$ cat config.mk
export PLATFORM = sky130hd
export DESIGN_NAME = sgc_gpio_cfg
export DESIGN_NICKNAME = d
export VERILOG_FILES = /design/src/hw/sgc_pkg.sv /design/src/hw/sgc_pin_drv.sv /design/src/hw/sgc_gpio_cfg.sv
export SDC_FILE = /design/constraint.sdc
export NUM_CORES = 1
export LEC_CHECK = 0
export BUFFER_PORTS_ARGS = -buffer_cell sky130_fd_sc_hd__buf_2
export CORE_MARGIN = 1
export CORE_UTILIZATION = 30
export CTS_CLUSTER_DIAMETER = 80
export DETAILED_ROUTE_END_ITERATION = 16
export GPL_TIMING_DRIVEN = 0
export MAX_ROUTING_LAYER = met4
export RECOVER_POWER = 100
export REMOVE_ABC_BUFFERS = 1
export SLEW_MARGIN = 10
export SYNTH_ARGS = -nofsm -noshare
export SYNTH_HDL_FRONTEND = slang
export SYNTH_HIERARCHICAL = 1
export SYNTH_SLANG_ARGS = --single-unit
$ cat constraint.sdc
create_clock -name clk -period 1.35 [get_ports clk]
set_input_delay 0.0675 -clock clk [delete_from_list [all_inputs] [get_ports clk]]
set_output_delay 0.0675 -clock clk [all_outputs]
set_load 0.005 [all_outputs]
$ cat src/hw/sgc_pkg.sv
// Constants, field layout and carriers for the serializer pin configuration.
// Assumes an internal register port (address, write strobe, data) from the
// device's control interface and remote pin values from the control channel.
// What this block does
// Local output drives stored level bit
// Remote control on: drive received remote value
// Remote control off: ignore remote values
// Enable bit: 0 tri-state, 1 enabled; resets 1
// Pin 3 direction bit 5; 1 input while remote control is off
// Remote on for pins 0-2 after reset
// Pins 0/1 at 0x0D, 2/3 at 0x0E
// Reserved bits read zero, ignore writes
package sgc_pkg;

  localparam int SGC_ADDR_W = 8;
  localparam int SGC_DATA_W = 8;
  localparam int SGC_NPINS = 4;

  localparam logic [7:0] SGC_ADDR_PINS01 = 8'h0D;
  localparam logic [7:0] SGC_ADDR_PINS23 = 8'h0E;

  // Bit positions within each register; high pin uses 7/6/4, low uses 3/2/0
  localparam int SGC_HI_LEVEL = 7;
  localparam int SGC_HI_REMOTE = 6;
  localparam int SGC_DIR_BIT = 5;
  localparam int SGC_HI_DRIVE = 4;
  localparam int SGC_LO_LEVEL = 3;
  localparam int SGC_LO_REMOTE = 2;
  localparam int SGC_LO_DRIVE = 0;

  // Writable bit masks
  localparam logic [7:0] SGC_MASK_PINS01 = 8'hDD;
  localparam logic [7:0] SGC_MASK_PINS23 = 8'hFD;

  // Reset values
  localparam logic [7:0] SGC_RST_PINS01 = 8'h55;
  localparam logic [7:0] SGC_RST_PINS23 = 8'h35;

  // Register access carrier
  typedef struct packed {
    logic wr;
    logic [7:0] addr;
    logic [7:0] wdata;
  } sgc_req_type;

  // Per-pin resolved control
  typedef struct packed {
    logic level;
    logic remote;
    logic drive_on;
    logic is_input;
  } sgc_pin_cfg_type;

endpackage : sgc_pkg

$ cat src/hw/sgc_pin_drv.sv
// One general-purpose pin: resolves drive, level and input sampling.
// Assumes the remote value is already in the clk domain.
`timescale 1ns/10ps
module sgc_pin_drv
  import sgc_pkg::*;
(
  // Clock and reset
  input wire logic clk,
  input wire logic rst_n,
  // Configuration and remote value
  input sgc_pin_cfg_type cfg,
  input wire logic remote_val,
  // Pin
  input wire logic pin_i,
  output logic pin_o,
  output logic pin_oe,
  output logic pin_in
);

  logic out_r;
  logic out_nxt;
  logic oe_r;
  logic oe_nxt;
  logic sync1_r;
  logic sync2_r;

  always_comb
  begin
    oe_nxt = 1'b0;
    out_nxt = 1'b0;
    if (cfg.drive_on)
    begin
      if (cfg.remote)
      begin
        oe_nxt = 1'b1;
        out_nxt = remote_val;
      end
      else if (!cfg.is_input)
      begin
        oe_nxt = 1'b1;
        out_nxt = cfg.level;
      end
    end
  end

  always_ff @(posedge clk or negedge rst_n)
  begin
    if (!rst_n)
    begin
      out_r <= 1'b0;
      oe_r <= 1'b0;
      sync1_r <= 1'b0;
      sync2_r <= 1'b0;
    end
    else
    begin
      out_r <= out_nxt;
      oe_r <= oe_nxt;
      sync1_r <= pin_i;
      sync2_r <= sync1_r;
    end
  end

  assign pin_o = out_r;
  assign pin_oe = oe_r;
  assign pin_in = sync2_r;

endmodule : sgc_pin_drv

$ cat src/hw/sgc_gpio_cfg.sv
// Top of the pin configuration block: two configuration registers and four
// pin drivers. Assumes a single-cycle register port on clk and remote
// pin values that arrive from the control channel asynchronously.
`timescale 1ns/10ps
module sgc_gpio_cfg
  import sgc_pkg::*;
(
  // Clock and reset
  input wire logic clk,
  input wire logic rst_n,
  // Register port
  input sgc_req_type req,
  output logic [7:0] rdata,
  // Remote pin values from control channel
  input wire logic [3:0] remote_vals,
  // Pins
  input wire logic [3:0] pin_i,
  output logic [3:0] pin_o,
  output logic [3:0] pin_oe,
  output logic [3:0] pin_in
);

  logic [7:0] cfg01_r;
  logic [7:0] cfg01_nxt;
  logic [7:0] cfg23_r;
  logic [7:0] cfg23_nxt;
  logic [7:0] rdata_r;
  logic [7:0] rdata_nxt;
  logic [3:0] rem_s1_r;
  logic [3:0] rem_s2_r;
  sgc_pin_cfg_type pin_cfg [SGC_NPINS];

  function automatic logic [7:0] wr_mask(input logic [7:0] old_v,
                                         input logic [7:0] new_v,
                                         input logic [7:0] mask);
    wr_mask = (old_v & ~mask) | (new_v & mask);
  endfunction : wr_mask

  always_comb
  begin
    cfg01_nxt = cfg01_r;
    cfg23_nxt = cfg23_r;
    if (req.wr && req.addr == SGC_ADDR_PINS01)
      cfg01_nxt = wr_mask(cfg01_r, req.wdata, SGC_MASK_PINS01);
    if (req.wr && req.addr == SGC_ADDR_PINS23)
      cfg23_nxt = wr_mask(cfg23_r, req.wdata, SGC_MASK_PINS23);
    case (req.addr)
      SGC_ADDR_PINS01: rdata_nxt = cfg01_r & SGC_MASK_PINS01;
      SGC_ADDR_PINS23: rdata_nxt = cfg23_r & SGC_MASK_PINS23;
      default: rdata_nxt = 8'h00;
    endcase
  end

  always_ff @(posedge clk or negedge rst_n)
  begin
    if (!rst_n)
    begin
      cfg01_r <= SGC_RST_PINS01;
      cfg23_r <= SGC_RST_PINS23;
      rdata_r <= 8'h00;
      rem_s1_r <= 4'h0;
      rem_s2_r <= 4'h0;
    end
    else
    begin
      cfg01_r <= cfg01_nxt;
      cfg23_r <= cfg23_nxt;
      rdata_r <= rdata_nxt;
      rem_s1_r <= remote_vals;
      rem_s2_r <= rem_s1_r;
    end
  end

  assign rdata = rdata_r;

  always_comb
  begin
    pin_cfg[0] = '{level: cfg01_r[SGC_LO_LEVEL],
                   remote: cfg01_r[SGC_LO_REMOTE],
                   drive_on: cfg01_r[SGC_LO_DRIVE], is_input: 1'b0};
    pin_cfg[1] = '{level: cfg01_r[SGC_HI_LEVEL],
                   remote: cfg01_r[SGC_HI_REMOTE],
                   drive_on: cfg01_r[SGC_HI_DRIVE], is_input: 1'b0};
    pin_cfg[2] = '{level: cfg23_r[SGC_LO_LEVEL],
                   remote: cfg23_r[SGC_LO_REMOTE],
                   drive_on: cfg23_r[SGC_LO_DRIVE], is_input: 1'b0};
    pin_cfg[3] = '{level: cfg23_r[SGC_HI_LEVEL],
                   remote: cfg23_r[SGC_HI_REMOTE],
                   drive_on: cfg23_r[SGC_HI_DRIVE],
                   is_input: cfg23_r[SGC_DIR_BIT]};
  end

  genvar gi;
  generate
    for (gi = 0; gi < SGC_NPINS; gi++)
    begin : g_pin
      sgc_pin_drv u_pin (
        .clk(clk),
        .rst_n(rst_n),
        .cfg(pin_cfg[gi]),
        .remote_val(rem_s2_r[gi]),
        .pin_i(pin_i[gi]),
        .pin_o(pin_o[gi]),
        .pin_oe(pin_oe[gi]),
        .pin_in(pin_in[gi])
      );
    end
  endgenerate

endmodule : sgc_gpio_cfg

# After elaboration in Yosys (flattened, before gate mapping)
# Cells that the tools add are included.
[totals] memories=0 inputBits=27 ff_bits=48 ram_bits=0 latch_bits=0 romBits=0 out_inout_bits=20 word_cells=43
[op_classes] muxes=16 n_mul=0 n_lt_le_gt_ge=0 shifts=0 div=0 addsub=0 n_bitwise=2 n_reduce_logical=2 n_eq_ne=2
[ops] cell="$eq 8x4->1 const B" count=2
[ops] cell="$pmux 8 s2" count=1
[ops] cell="$mux 1" count=15
[ops] cell="$or 2x8->8" count=1
[ops] cell="$or 6x8->8" count=1
[ops] cell="$logic_and 1x1->1" count=2

# Depth between registers and ports, before layout
[logic_depth] depth_word=3 mapped_depth=5 mapped_depth_nobuf=3

# By module
# Netlist, hierarchy kept.
[by_module_without_submodules] module="sgc_gpio_cfg" cells_each=67 area_per_inst_um2=1078.5 seq_area_each_um2=710.7 n_inst=1
[by_module_without_submodules] module="sgc_pin_drv" cells_each=8 area_per_inst_um2=130.1 seq_area_each_um2=100.1 n_inst=4

# Worst setup path before layout
# OpenSTA, ideal clock, no wires.
[synth_timing] path_type="input to register" startpoint="input req[14] (netlist bit)" endpoint="register cfg23_r[3]" setup_slack_ns=0.190 path_buffers=1 required_ns=1.225 stages=4 setup_ns=0.125 t_arrival_ns=1.035 cell_sequence="and4bb_2 -> and4_4 -> buf_12 -> mux2_4"
[synth_between] elab_chain_len=2
[synth_lines] item="from (decl)" line="sgc_gpio_cfg.sv:12" source="input sgc_req_type req,"
[synth_lines] item="$eq 8x4->1" line="sgc_gpio_cfg.sv:45" source="if (req.wr && req.addr == SGC_ADDR_PINS23)"
[synth_lines] item="$logic_and 1x1->1" line="sgc_gpio_cfg.sv:45"
[synth_lines] item="to (signal assigned)" line="sgc_gpio_cfg.sv:67" source="cfg23_r <= cfg23_nxt;"
[synth_lines] item="to (decl)" line="sgc_gpio_cfg.sv:25" source="logic [7:0] cfg23_r;"
# Every way passes these cells.
# A chain may end at the register's enable or synchronous reset.

# Final worst setup path
[layout_timing] startpoint="input req[9] (netlist bit)" endpoint="register cfg23_r[3]"
# The elaborated chain is that of the path after synthesis.

==> impl_metrics.prom <==
# TYPE chip_impl_metric gauge
chip_impl_info{name="outcome",value="finished, final reports clean"} 1
chip_impl_info{name="type_of_element_launching_the_critical_path",value="primary input"} 1
chip_impl_metric{name="worst_setup_hold_path_clk_slew",unit="ps"} 80
chip_impl_metric{name="post-route-min-period",unit="ps"} 1208
chip_impl_metric{name="place_congestion",unit=""} 0.7910
chip_impl_metric{name="peakVddDrop",unit="mV"} 0.6741
chip_impl_info{name="worstHoldEndpoint",value="cfg01_r[6]$_DFFE_PN1P_"} 1
chip_impl_metric{name="cts-root-to-sink-buffers",unit=""} 2
chip_impl_metric{name="final_layout_size_suffix_gt1_share",unit="%"} 29.45
chip_impl_info{name="rr_startpoint",value="cfg23_r[0]$_DFFE_PN1P_"} 1
chip_impl_metric{name="io_buffers",unit=""} 44
chip_impl_info{name="min-delay-start",value="req[6]"} 1
chip_impl_metric{name="netlist-cell-type-count",unit=""} 21
chip_impl_metric{name="core.rowCount",unit=""} 26
chip_impl_metric{name="power.density",unit="nW/um2"} 1175
chip_impl_metric{name="numCtsBuffers",unit=""} 5
chip_impl_metric{name="boundaryPins",unit=""} 47
chip_impl_info{name="cts.root.buffer_cell",value="clkbuf_8"} 1
chip_impl_metric{name="cp.required",unit="ps"} 1520
chip_impl_metric{name="final-instance-count-excl-fill",unit=""} 233
chip_impl_metric{name="synth_seq_area_share",unit="%"} 69.48
chip_impl_metric{name="cts.sink_count",unit=""} 44
chip_impl_metric{name="synth_seq_cells",unit=""} 44
chip_impl_metric{name="dp_hpwl",unit="um"} 1974
chip_impl_metric{name="route.detailed.drc",unit=""} 0
chip_impl_metric{name="postRouteWirelength",unit="um"} 2837
chip_impl_metric{name="route.detailed.vias_per_inst",unit=""} 4.086
chip_impl_metric{name="postSynthAreaPerCell",unit="um2"} 16.15
chip_impl_metric{name="post_drt_wl_per_cell",unit="um"} 12.18
chip_impl_info{name="final_common_cell",value="dfrtp_1"} 1
chip_impl_metric{name="drt_first_iter_violations",unit=""} 41
chip_impl_metric{name="ff_to_ff_setup_slack",unit="ps"} 240
chip_impl_info{name="hold_class",value="in2reg"} 1
chip_impl_metric{name="htree_levels",unit=""} 2
chip_impl_metric{name="layout_worst_path_cycle_share",unit="%"} 89.45
chip_impl_metric{name="postCtsSetupRepairBufs",unit=""} 0
chip_impl_metric{name="grt_start_max_net_pins",unit=""} 45
chip_impl_metric{name="cap_viol_max_count",unit=""} 0
chip_impl_metric{name="hold_crit_depth",unit=""} 2
chip_impl_metric{name="static_leak",unit="nW"} 0.9622
chip_impl_info{name="synth_top_cells_by_area",value="dfrtp_1, dfstp_2, mux2_4"} 1
chip_impl_metric{name="drtPass1Iterations",unit=""} 4
chip_impl_metric{name="yosysWarningCount",unit=""} 6
chip_impl_metric{name="finalSetupViolCount",unit=""} 0
chip_impl_metric{name="floorplan.initialDensity",unit="%"} 31.31
chip_impl_metric{name="postLayoutCellArea",unit="um2"} 2051
chip_impl_metric{name="n_fill_cell",unit=""} 501
chip_impl_metric{name="global_route.usage.total",unit="%"} 11.33
chip_impl_info{name="worst_setup_path_end_kind",value="register"} 1
chip_impl_metric{name="antenna-diode-count",unit=""} 0
chip_impl_info{name="rsz_0062_raised_after_global_routing",value="no"} 1
chip_impl_metric{name="vias",unit=""} 952
chip_impl_metric{name="fin_worst_skew",unit="ps"} 5.101
chip_impl_metric{name="core_area",unit="um2"} 5107
chip_impl_metric{name="report.final.slew_viol_count",unit=""} 0
chip_impl_info{name="layout_common_cells",value="dfrtp_1, buf_2, mux2_1, dlygate4sd3_1, clkbuf_1"} 1
chip_impl_metric{name="number_of_hold_slack_violations_in_the_final_timing_report",unit=""} 0
chip_impl_metric{name="final_nets",unit=""} 189
chip_impl_metric{name="placedInstanceArea",unit="um2"} 1886
chip_impl_metric{name="slew_headroom",unit="%"} 37.85
chip_impl_metric{name="dieHeight",unit="um"} 75.01
chip_impl_metric{name="syn_area",unit="um2"} 1599
chip_impl_metric{name="grt_pass1_wl",unit="um"} 4478
chip_impl_metric{name="clock.fmax",unit="MHz"} 828.1
chip_impl_metric{name="synth_top_area_share",unit="%"} 56.34
chip_impl_metric{name="die_width",unit="um"} 75.01
chip_impl_metric{name="grt.overflow.total",unit=""} 0
chip_impl_metric{name="worst-r2r-cell-count",unit=""} 2
chip_impl_info{name="r2r_end",value="g_pin[2].u_pin/pin_o$_DFF_PN0_"} 1
chip_impl_metric{name="placed_cells_incl_taps",unit=""} 215
chip_impl_info{name="worst-setup-path-type",value="in2reg"} 1
chip_impl_metric{name="timing.critical_path.fanout_max",unit=""} 8
chip_impl_metric{name="gate_count_of_the_mapped_netlist",unit=""} 99
chip_impl_metric{name="clk-insertion-delay-late",unit="ps"} 280
chip_impl_metric{name="dieArea",unit="um2"} 5626
chip_impl_metric{name="detail-route-antenna-nets",unit=""} 0
chip_impl_metric{name="area_growth",unit="%"} 28.25
chip_impl_metric{name="first_global_vias",unit=""} 982
chip_impl_metric{name="timing_worst_slew_pin_value",unit="ps"} 932.2
chip_impl_info{name="cts_tree",value="yes"} 1
chip_impl_metric{name="grt_antenna_before_repair",unit=""} 0
chip_impl_info{name="synth.largest_area_cell",value="dfrtp_1"} 1
chip_impl_metric{name="critPathArrivalTime",unit="ps"} 1380
chip_impl_metric{name="p_total",unit="W"} 0.002409
==> critical path, cell delays in order <==
cell and delay [ps]:
buf_2 90, nor2b_1 420, and4_2 440, mux2_1 350
==> area by class of cell <==
cell class	count	area (um2)	area share (%)
Sequential cell	44	1111	54.18
Multi-Input combinational cell	53	427.9	20.87
Clock buffer	8	100.1	4.881
Inverter	4	15.01	0.7322
Tap cell	70	87.58	4.271
Timing Repair Buffer	54	309.0	15.07
==> flip-flops by register name (all words and copies together) (netlist names) <==
register and flops:
cfg23_r 7, rdata 7, cfg01_r 6, g_pin.u_pin/pin_in 4, g_pin.u_pin/pin_o 4, g_pin.u_pin/pin_oe 4, g_pin.u_pin/sync1_r 4, rem_s1_r 4
rem_s2_r 4
==> where the power goes <==
group	total (W)	internal, W	switching (W)	leakage (nW)
registers	0.00140	0.00137	0.0000280	0.549
logic	0.000144	0.0000743	0.0000697	0.362
clock network	0.000868	0.000467	0.000401	0.0515
==> metrics by stage <==
stage / hold slack, ps / utilization, % / worst slack [ps] / setup TNS [ps]
global placement: 174.8 / 36.92 / -69.74 / -315.8
global route: 2.293 / 40.15 / 72.26 / 0
floorplan: -228.1 / - / 163.9 / 0
finish: 11.95 / 40.15 / 142.5 / 0
CTS: 2.542 / 40.64 / 220.7 / 0
detailed placement: 176.9 / 36.92 / -90.33 / -503.5
==> cells by family (layout without fill, tap and decap cells) <==
family	Yosys count	after routing	synth area share, %
flip-flops	44	44	69.48
other	1	7	0.2345
AO/OA/AOI/OAI	14	14	6.885
multiplexers	13	13	10.80
AND/OR/NAND/NOR	19	19	8.920
buffers and inverters	8	66	3.677
==> synth_stat cells, drive strengths merged <==
| cell type | number |
|---|---|
| dfrtp | 36 |
| mux2 | 13 |
| dfstp | 8 |
| nor2 | 8 |
| a22oi | 6 |
| a21boi | 4 |
| a31o | 4 |
| buf | 4 |
| inv | 4 |
| nor4bb | 4 |
| nand2 | 2 |
| nor2b | 2 |
| and4 | 1 |
| and4bb | 1 |
| conb | 1 |
| nand4 | 1 |
==> metal layers <==
| metal | GRT usage [%] | up-vias | share of wire (%) | wire (um) |
|---|---|---|---|---|
| li1 | - | 460 | - | - |
| met1 | 13.75 | 456 | 45 | 1286 |
| met2 | 17.62 | 32 | 48 | 1354 |
| met3 | 3.614 | 4 | 5.7 | 163 |
| met4 | 4.403 | 0 | 1.1 | 32 |
| met5 | - | - | 0 | 0 |
==> worst max-delay path by stage <==
stage	slack, ps	to	from	depth (start not counted)
floorplan	160	cfg23_r[3]$_DFFE_PN0P_	req[9]	3
global placement	-70	cfg23_r[7]$_DFFE_PN0P_	req[9]	4
detailed placement	-90	cfg23_r[6]$_DFFE_PN0P_	req[9]	4
CTS	220	cfg01_r[3]$_DFFE_PN0P_	rst_n	2
global route	70	cfg23_r[3]$_DFFE_PN0P_	req[9]	4
finish	140	cfg23_r[3]$_DFFE_PN0P_	req[9]	4
==> timing repair <==
action	in CTS	in global routing
resized for setup	0	0
hold buffers	9	1
hold endpoints to repair	44	1
Note: power is estimated with default switching activity, not from simulation.
